--- config.mk ---
export PLATFORM = sky130hd
export DESIGN_NAME = sdcd_decode
export DESIGN_NICKNAME = d
export VERILOG_FILES = /design/src/include/sdcd_pkg.sv /design/src/include/sdcd_bank_if.sv /design/src/rtl/sdcd_bank_track.sv /design/src/rtl/sdcd_decode.sv
export SDC_FILE = /design/constraint.sdc
export NUM_CORES = 1
export LEC_CHECK = 0
export BUFFER_PORTS_ARGS = -buffer_cell sky130_fd_sc_hd__buf_2
export CAP_MARGIN = 30
export CORE_MARGIN = 5
export CORE_UTILIZATION = 57
export CTS_CLUSTER_DIAMETER = 30
export CTS_CLUSTER_SIZE = 8
export DETAILED_ROUTE_END_ITERATION = 16
export MAX_ROUTING_LAYER = met4
export PLACE_DENSITY = 0.86
export SKIP_CTS_REPAIR_TIMING = 1
export SYNTH_ARGS = -nofsm -noshare
export SYNTH_HDL_FRONTEND = slang
export SYNTH_HIERARCHICAL = 1
export SYNTH_SLANG_ARGS = --single-unit
export TNS_END_PERCENT = 10
--- constraint.sdc ---
create_clock -name clk -period 5.05 [get_ports clk]
set_input_delay 0.2525 -clock clk [delete_from_list [all_inputs] [get_ports clk]]
set_output_delay 0.2525 -clock clk [all_outputs]
set_load 0.01 [all_outputs]
--- src/include/sdcd_pkg.sv ---
package sdcd_pkg;
	// decoded command set, one per cycle
	typedef enum logic [3:0] {
		SDCD_CMD_DESELECT   = 4'h0,
		SDCD_CMD_NOP        = 4'h1,
		SDCD_CMD_ACTIVATE   = 4'h2,
		SDCD_CMD_READ       = 4'h3,
		SDCD_CMD_WRITE      = 4'h4,
		SDCD_CMD_PRECHARGE  = 4'h5,
		SDCD_CMD_MODE_SET   = 4'h6,
		SDCD_CMD_REFRESH    = 4'h7,
		SDCD_CMD_SELF_ENTRY = 4'h8,
		SDCD_CMD_BURST_STOP = 4'h9
	} sdcd_cmd_t;

	// power states, gray along idle -> pdown -> suspend -> self
	typedef enum logic [1:0] {
		SDCD_PS_RUN     = 2'h0,
		SDCD_PS_PDOWN   = 2'h1,
		SDCD_PS_SUSPEND = 2'h3,
		SDCD_PS_SELF    = 2'h2
	} sdcd_pwr_t;

	localparam int unsigned SDCD_BANKS     = 4;
	localparam int unsigned SDCD_ADDR_W    = 13;
	localparam int unsigned SDCD_COL_W     = 10;
	localparam int unsigned SDCD_AP_BIT    = 10;
	localparam int unsigned SDCD_BURST_W   = 9;
	localparam int unsigned SDCD_MODE_BL_LO = 0;
	localparam int unsigned SDCD_MODE_BL_HI = 2;
	localparam logic [2:0]  SDCD_BL_1      = 3'h0;
	localparam logic [2:0]  SDCD_BL_2      = 3'h1;
	localparam logic [2:0]  SDCD_BL_4      = 3'h2;
	localparam logic [2:0]  SDCD_BL_8      = 3'h3;
	localparam logic [2:0]  SDCD_BL_PAGE   = 3'h7;
	localparam logic [8:0]  SDCD_LEN_1     = 9'h001;
	localparam logic [8:0]  SDCD_LEN_2     = 9'h002;
	localparam logic [8:0]  SDCD_LEN_4     = 9'h004;
	localparam logic [8:0]  SDCD_LEN_8     = 9'h008;
	localparam logic [8:0]  SDCD_LEN_PAGE  = 9'h1FF;
	localparam logic [8:0]  SDCD_ONE       = 9'h001;
	localparam logic [12:0] SDCD_MODE_RST  = 13'h0000;
endpackage

--- src/include/sdcd_bank_if.sv ---
`timescale 1ns/1ps
// bank open/close requests from decoder to bank tracker
interface sdcd_bank_if;
	logic       open_v;
	logic       close_v;
	logic       close_all;
	logic [1:0] bank;
	// burst-end close has its own lane so a command in that cycle cannot mask it
	logic       ap_close_v;
	logic [1:0] ap_bank;
	logic [3:0] active;
	modport dec (output open_v, output close_v, output close_all, output bank,
		output ap_close_v, output ap_bank, input active);
	modport trk (input open_v, input close_v, input close_all, input bank,
		input ap_close_v, input ap_bank, output active);
endinterface

--- src/rtl/sdcd_bank_track.sv ---
`timescale 1ns/1ps
module sdcd_bank_track (
	input  wire logic   clk,
	input  wire logic   rst_n,
	sdcd_bank_if.trk    bif
);
	typedef struct packed {
		logic [3:0] active;
	} sdcd_trk_st_t;

	sdcd_trk_st_t st_q;
	sdcd_trk_st_t st_d;

	// per-bank open/close; a close of a bank wins over an open of that same bank
	always_comb begin
		st_d = st_q;
		for (int i = 0; i < sdcd_pkg::SDCD_BANKS; i++) begin
			if ((bif.close_v && (bif.close_all || bif.bank == 2'(i))) ||
			    (bif.ap_close_v && bif.ap_bank == 2'(i))) begin
				st_d.active[i] = 1'b0;
			end else if (bif.open_v && bif.bank == 2'(i)) begin
				st_d.active[i] = 1'b1;
			end
		end
	end

	always_ff @(posedge clk) begin
		if (!rst_n) begin
			st_q <= '0;
		end else begin
			st_q <= st_d;
		end
	end

	assign bif.active = st_q.active;
endmodule

--- src/rtl/sdcd_decode.sv ---
`timescale 1ns/1ps
// Functional notes
// RQ1: sample all control strobes each rising edge; decode one command per cycle.
// RQ2: strobe encodings with chip select low map to the eight commands; high deselects.
// RQ3: previous and current clock enable split auto refresh from self refresh entry.
// RQ4: controller activates only idle banks; reads/writes only active banks.
// RQ5: no power-down entry while a burst runs.
// RQ6: clock enable low during a burst freezes the burst (clock suspend).
// RQ7: controller always programs the mode register before use.
// RQ8: controller holds no-operation and runs clock while supplies ramp.
// RQ9: controller waits 200 us, then precharges all banks first.
// RQ10: controller holds data mask and clock enable high during the wait.
// RQ11: mode register set only after all banks precharged.
// RQ12: at least eight auto refreshes during initialization.
// RQ13: latch row on activate, column on read or write.
// RQ14: A10 on read/write requests auto precharge at burst end.
// RQ15: A10 on precharge closes all banks, else the selected bank.
// RQ16: clock enable rising with deselect/nop exits power-down or self refresh.
// RQ17: data mask high blocks write store and read drive.
module sdcd_decode (
	input  wire logic                clk,
	input  wire logic                rst_n,
	input  wire logic                chip_select_n,
	input  wire logic                row_strobe_n,
	input  wire logic                column_strobe_n,
	input  wire logic                write_enable_n,
	input  wire logic                clock_enable,
	input  wire logic                data_mask,
	input  wire logic                bank_select_lo,
	input  wire logic                bank_select_hi,
	input  wire logic [12:0]         addr,
	output sdcd_pkg::sdcd_cmd_t      cmd,
	output sdcd_pkg::sdcd_pwr_t      pwr_state,
	output logic [3:0]               bank_active,
	output logic [12:0]              row_addr,
	output logic [9:0]               col_addr,
	output logic [1:0]               cmd_bank,
	output logic                     auto_precharge_flag,
	output logic [12:0]              mode_word,
	output logic                     burst_busy,
	output logic                     burst_is_write,
	output logic                     data_write_en,
	output logic                     data_drive_en
);
	typedef struct packed {
		logic                cke_prev;
		sdcd_pkg::sdcd_cmd_t cmd;
		sdcd_pkg::sdcd_pwr_t pwr;
		logic [12:0]         row;
		logic [9:0]          col;
		logic [1:0]          bank;
		logic                ap;
		logic [12:0]         mode;
		logic [8:0]          left;
		logic                wr;
		logic                wen;
		logic                den;
	} sdcd_st_t;

	sdcd_st_t   st_q;
	sdcd_st_t   st_d;
	sdcd_bank_if bif();
	sdcd_pkg::sdcd_cmd_t dec;
	logic [1:0] bsel;
	logic       ap_in;
	logic [8:0] blen;
	logic       bursting;
	logic       run;

	assign bsel     = {bank_select_hi, bank_select_lo};
	assign ap_in    = addr[sdcd_pkg::SDCD_AP_BIT];
	assign bursting = (st_q.left != '0);

	// burst length from the programmed mode; reserved codes act as one beat
	always_comb begin
		unique case (st_q.mode[sdcd_pkg::SDCD_MODE_BL_HI:sdcd_pkg::SDCD_MODE_BL_LO])
			sdcd_pkg::SDCD_BL_2: blen = sdcd_pkg::SDCD_LEN_2;
			sdcd_pkg::SDCD_BL_4: blen = sdcd_pkg::SDCD_LEN_4;
			sdcd_pkg::SDCD_BL_8: blen = sdcd_pkg::SDCD_LEN_8;
			sdcd_pkg::SDCD_BL_PAGE: blen = sdcd_pkg::SDCD_LEN_PAGE;
			default:             blen = sdcd_pkg::SDCD_LEN_1;
		endcase
	end

	// RQ1 RQ2 RQ3 command truth table
	always_comb begin
		dec = sdcd_pkg::SDCD_CMD_NOP;
		if (chip_select_n) begin
			dec = sdcd_pkg::SDCD_CMD_DESELECT;
		end else begin
			unique case ({row_strobe_n, column_strobe_n, write_enable_n})
				3'h3: dec = sdcd_pkg::SDCD_CMD_ACTIVATE;
				3'h4: dec = sdcd_pkg::SDCD_CMD_WRITE;
				3'h5: dec = sdcd_pkg::SDCD_CMD_READ;
				3'h2: dec = sdcd_pkg::SDCD_CMD_PRECHARGE;
				3'h0: dec = sdcd_pkg::SDCD_CMD_MODE_SET;
				3'h1: dec = clock_enable ? sdcd_pkg::SDCD_CMD_REFRESH
				                         : sdcd_pkg::SDCD_CMD_SELF_ENTRY;
				3'h6: dec = sdcd_pkg::SDCD_CMD_BURST_STOP;
				3'h7: dec = sdcd_pkg::SDCD_CMD_NOP;
			endcase
		end
	end

	// commands only take effect in run state with clock enable high the cycle before
	assign run = (st_q.pwr == sdcd_pkg::SDCD_PS_RUN) && st_q.cke_prev;

	always_comb begin
		st_d          = st_q;
		st_d.cke_prev = clock_enable;
		st_d.cmd      = run ? dec : sdcd_pkg::SDCD_CMD_NOP;
		bif.open_v    = 1'b0;
		bif.close_v   = 1'b0;
		bif.close_all = 1'b0;
		bif.bank      = bsel;
		bif.ap_close_v = 1'b0;
		bif.ap_bank    = st_q.bank;
		unique case (st_q.pwr)
			sdcd_pkg::SDCD_PS_RUN: begin
				if (st_q.cke_prev && !clock_enable) begin
					// RQ6 suspend in burst
					if (bursting) begin
						st_d.pwr = sdcd_pkg::SDCD_PS_SUSPEND;
					// RQ3 self refresh entry
					end else if (dec == sdcd_pkg::SDCD_CMD_SELF_ENTRY) begin
						st_d.pwr = sdcd_pkg::SDCD_PS_SELF;
					// RQ5 power-down only when idle
					end else begin
						st_d.pwr = sdcd_pkg::SDCD_PS_PDOWN;
					end
				end
				// burst advances only while the clock is not suspended
				if (bursting) begin
					st_d.left = st_q.left - sdcd_pkg::SDCD_ONE;
					// RQ14 close bank at burst end
					if (st_q.left == sdcd_pkg::SDCD_ONE && st_q.ap) begin
						bif.ap_close_v = 1'b1;
					end
				end
				if (run) begin
					unique case (dec)
						sdcd_pkg::SDCD_CMD_ACTIVATE: begin
							// RQ13 row latch
							st_d.row    = addr;
							st_d.bank   = bsel;
							bif.open_v  = 1'b1;
						end
						sdcd_pkg::SDCD_CMD_READ, sdcd_pkg::SDCD_CMD_WRITE: begin
							// RQ13 column latch
							st_d.col  = addr[sdcd_pkg::SDCD_COL_W-1:0];
							st_d.bank = bsel;
							// RQ14 auto precharge request
							st_d.ap   = ap_in;
							st_d.left = blen;
							st_d.wr   = (dec == sdcd_pkg::SDCD_CMD_WRITE);
						end
						sdcd_pkg::SDCD_CMD_PRECHARGE: begin
							// RQ15 single or all banks
							bif.close_v   = 1'b1;
							bif.close_all = ap_in;
							bif.bank      = bsel;
						end
						sdcd_pkg::SDCD_CMD_MODE_SET: begin
							st_d.mode = addr;
						end
						sdcd_pkg::SDCD_CMD_BURST_STOP: begin
							st_d.left = '0;
						end
						default: begin
						end
					endcase
				end
			end
			// RQ16 exit on cke rise with deselect or nop
			sdcd_pkg::SDCD_PS_PDOWN, sdcd_pkg::SDCD_PS_SELF: begin
				if (clock_enable && (dec == sdcd_pkg::SDCD_CMD_DESELECT ||
				    dec == sdcd_pkg::SDCD_CMD_NOP)) begin
					st_d.pwr = sdcd_pkg::SDCD_PS_RUN;
				end
			end
			// RQ6 suspend resumes on cke alone
			sdcd_pkg::SDCD_PS_SUSPEND: begin
				if (clock_enable) begin
					st_d.pwr = sdcd_pkg::SDCD_PS_RUN;
				end
			end
		endcase
		// RQ17 data mask gates data path while a bank is active
		st_d.wen = (|bif.active) && !data_mask && st_q.wr && bursting;
		st_d.den = (|bif.active) && !data_mask && !st_q.wr && bursting;
	end

	// mode register is not trusted after power-up; reset to a neutral word
	always_ff @(posedge clk) begin
		if (!rst_n) begin
			st_q          <= '0;
			st_q.cmd      <= sdcd_pkg::SDCD_CMD_NOP;
			st_q.pwr      <= sdcd_pkg::SDCD_PS_RUN;
			st_q.mode     <= sdcd_pkg::SDCD_MODE_RST;
		end else begin
			st_q <= st_d;
		end
	end

	sdcd_bank_track u_track (
		.clk   (clk),
		.rst_n (rst_n),
		.bif   (bif)
	);

	assign cmd                 = st_q.cmd;
	assign pwr_state           = st_q.pwr;
	assign bank_active         = bif.active;
	assign row_addr            = st_q.row;
	assign col_addr            = st_q.col;
	assign cmd_bank            = st_q.bank;
	assign auto_precharge_flag = st_q.ap;
	assign mode_word           = st_q.mode;
	assign burst_busy          = bursting;
	assign burst_is_write      = st_q.wr;
	assign data_write_en       = st_q.wen;
	assign data_drive_en       = st_q.den;
endmodule

==> impl_metrics.yaml <==
status:
  status: "completed"
die:
  row_count: 27
  floorplan_die_width_um: 84.2
  initial_utilization: 0.576
  fp.dieH_um: 84.2
  floorplan.core_area_mm2: 0.00544
  die_area_mm2: 0.00708
  io_pins: 76
placed_design:
  post_detailed_placement_half_perimeter_wirelength_um: 5230
  gp_congestion: 0.905
  port_buffers: 75
timing:
  fmax_mhz: 373
  grt_setup_unrepaired: "false"
  slew_violations: 0
  hold_slack_ns: 0.167
  worst_slew_pin_slew_ns: 0.853
  finalWorstPathRequiredPeriod_ns: 2.68
  period_share: 0.530
  setup_viol: 0
  final.setup.tns_ns: 0
  maxSlewHeadroom: 0.426
  final_hold_viol_count: 0
  clock-skew-final_ns: 0.00822
worst_hold_path:
  hp-class: "in2reg"
  worstHoldPathCells: 3
logic_synthesis:
  number_of_instances_in_the_synthesized_netlist: 392
  seq_area_frac_synth: 0.396
  synthesis.area_per_instance_um2: 8.00
  ys_seq_elements: 62
  synth_nets: 419
  ys_warnings: 6
  synth.largest_area_cell: "dfxtp_1"
  unique_masters_post_synth: 57
  post_synth_instance_area_mm2: 0.00314
  ys_top_cells_by_area: "dfxtp_1, buf_4, nand2_1, a21oi_1, o21ai_0"
  async_flop_share: 0
  number_of_flops_mapped_to_enable_cells_by_yosys: 0
  synth_top_cell_area_share: 0.396
  synth_ff_type: "dfxtp_1"
cells_and_area:
  layout.nets: 447
  area_growth_syn_to_layout_pct: 8.02
  area.sequential_mm2: 0.00124
  antennaDiodeCount: 0
  fillers: 474
  multi_input_area_mm2: 0.00143
  drive_above_1_share: 0.255
clocking:
  worst_skew_pair.late_latency_ns: 0.34
  clock_tree_sinks: 62
  cts.clk_slew.worst_paths_ns: 0.07
  clock_tree.root_cell: "clkbuf_8"
  tritoncts.num_buffers: 9
  cts.path.max_buffers: 2
  tritoncts: "yes"
  htree_levels: 3
global_route:
  grt.total_usage: 0.224
  antenna_found_initial: 0
  grt.met1_usage: 0.265
  vias_in_the_first_global_route: 2632
  grt_max_degree: 47
  grt_util_met2: 0.349
  gr-total-overflow: 0
  grt_busiest_layer: "met2"
  gr-usage-met3: 0.0579
  grt_pass1_wl_um: 12500
route:
  detail_route.vias_per_cell: 5.73
  ant_nets: 0
  initialDrtViolationCount: 266
  detail_route.first_pass.iterations: 5
  via_count: 2835
  route.detailed.drc: 0
  route.detailed.wl_per_inst_um: 15.4
  wl_um: 7610
worst_setup_path:
  critical-path-slowest-cell: "or3_1"
  worstPathArrival_ns: 2.96
  critPathMaxStageDelay_ns: 0.66
  timing_worst_setup_path_type: "reg2reg"
  critical_path_required_ns: 5.33
  worst_r2r_path_depth: 8
  path_cells: "inv_1 -> ha_1 -> nand3b_2 -> or3_1 -> inv_6 -> nor4bb_1 -> a31oi_1 -> nor2_1"
  nature_of_the_critical_path_endpoint: "register"
  crit_fanout: 19
  critPathLaunchType: "register"
flow_run:
  timing.max_cap.violations: 0
power_and_ir_drop:
  vdd_drop_max_v: 0.000219
  power.density_cell_area_mw_per_mm2: 421
  leakage_uw: 0.00139
==> state kept, by name (all words and copies together) (netlist names) <==
name,cells
auto_precharge_flag,1
col_addr,10
cmd_bank,2
cmd,4
u_track/bif.active,4
data_drive_en,1
pwr_state,2
row_addr,13
burst_is_write,1
data_write_en,1
st_q,10
mode_word,13
==> power by group <==
| part | switching, uW | leakage, uW | internal (uW) |
|---|---|---|---|
| clock network | 184 | 0.0000907 | 219 |
| registers | 56.9 | 0.000502 | 531 |
| logic | 261 | 0.000795 | 172 |
==> layout make-up <==
| cell class | count | share of cell area |
|---|---|---|
| multi-input cells | 257 | 0.421 |
| flip-flops and latches | 62 | 0.366 |
| well taps | 72 | 0.0266 |
| clock inverters | 5 | 0.0155 |
| inverters | 12 | 0.0148 |
| repair buffers | 78 | 0.119 |
| clock buffers | 9 | 0.0366 |
==> cell usage after synthesis (2+ instances only) <==
cell type	number
or3_1	2
nand3_1	6
buf_6	2
clkbuf_1	9
inv_1	10
buf_4	44
nor4_1	4
nand4_1	4
mux2i_1	3
nand2b_1	4
nor2b_1	3
nor3_1	5
nor2_1	17
dfxtp_1	62
nor4b_1	3
or4_1	5
buf_2	6
a2111oi_0	2
nand3b_1	2
a21oi_2	9
xor2_1	2
nand2_1	84
ha_1	4
a21oi_1	43
o21ai_0	18
and2_1	2
a31oi_1	6
a211oi_1	2
==> critical path, delay by kind of cell (launching register included) <==
family                   cells  cell delay, ns
flip-flops                   1            0.34
buffers and inverters        2            0.32
adder cells (fa/ha/maj)      1            0.51
AO/OA/AOI/OAI                1            0.09
AND/OR/NAND/NOR              4            1.36
==> final timing paths <==
kind	start	end	slack [ns]
worst max-delay path	pwr_state[0]	u_track/bif.active[1]	2.37
worst min-delay path	addr[9]	mode_word[9]	0.17
worst max register to register	pwr_state[0]	u_track/bif.active[1]	2.37
worst min register to register	row_addr[0]	row_addr[0]	0.45
==> stage by stage <==
step	worst slack (ns)	power, uW	utilization	cell area (um2)	cells
final	2.37	1420	0.623	3390	495
after global routing	2.13	1510	0.623	3390	495
after CTS	2.42	1420	0.621	3380	494
after detailed placement	2.44	1010	0.588	3200	480
after global placement	2.60	999	0.588	3200	480
after floorplan	3.11	914	-	3140	392
==> logic make-up (layout without fill, tap and decap cells) <==
logic type	after synthesis	in the layout	share of synthesized area
multiplexers	3	3	0.00958
AND/OR/NAND/NOR	154	154	0.241
AO/OA/AOI/OAI	94	94	0.183
flip-flops	62	62	0.396
XOR/XNOR	2	2	0.00559
adder cells (fa/ha/maj)	4	4	0.0160
buffers and inverters	73	104	0.149
==> metal layers <==
metal | routed length (um) | up-vias
li1 | - | 1366
met1 | 3110 | 1326
met2 | 3720 | 123
met3 | 576 | 20
met4 | 200 | 0
met5 | 0 | -
==> layout by cell type (no fill, tap or decap), types with 4 or more instances in the layout <==
master	count
dfxtp_1	62
nand2b_1	4
nand3_1	6
nand2_1	84
inv_1	10
nor3_1	5
a21oi_1	43
or4_1	5
a31oi_1	6
buf_2	75
ha_1	4
nand4_1	4
a21oi_2	9
o21ai_0	18
clkbuf_8	9
nor4_1	4
nor2_1	17
Note: power is estimated with default switching activity, not from simulation.
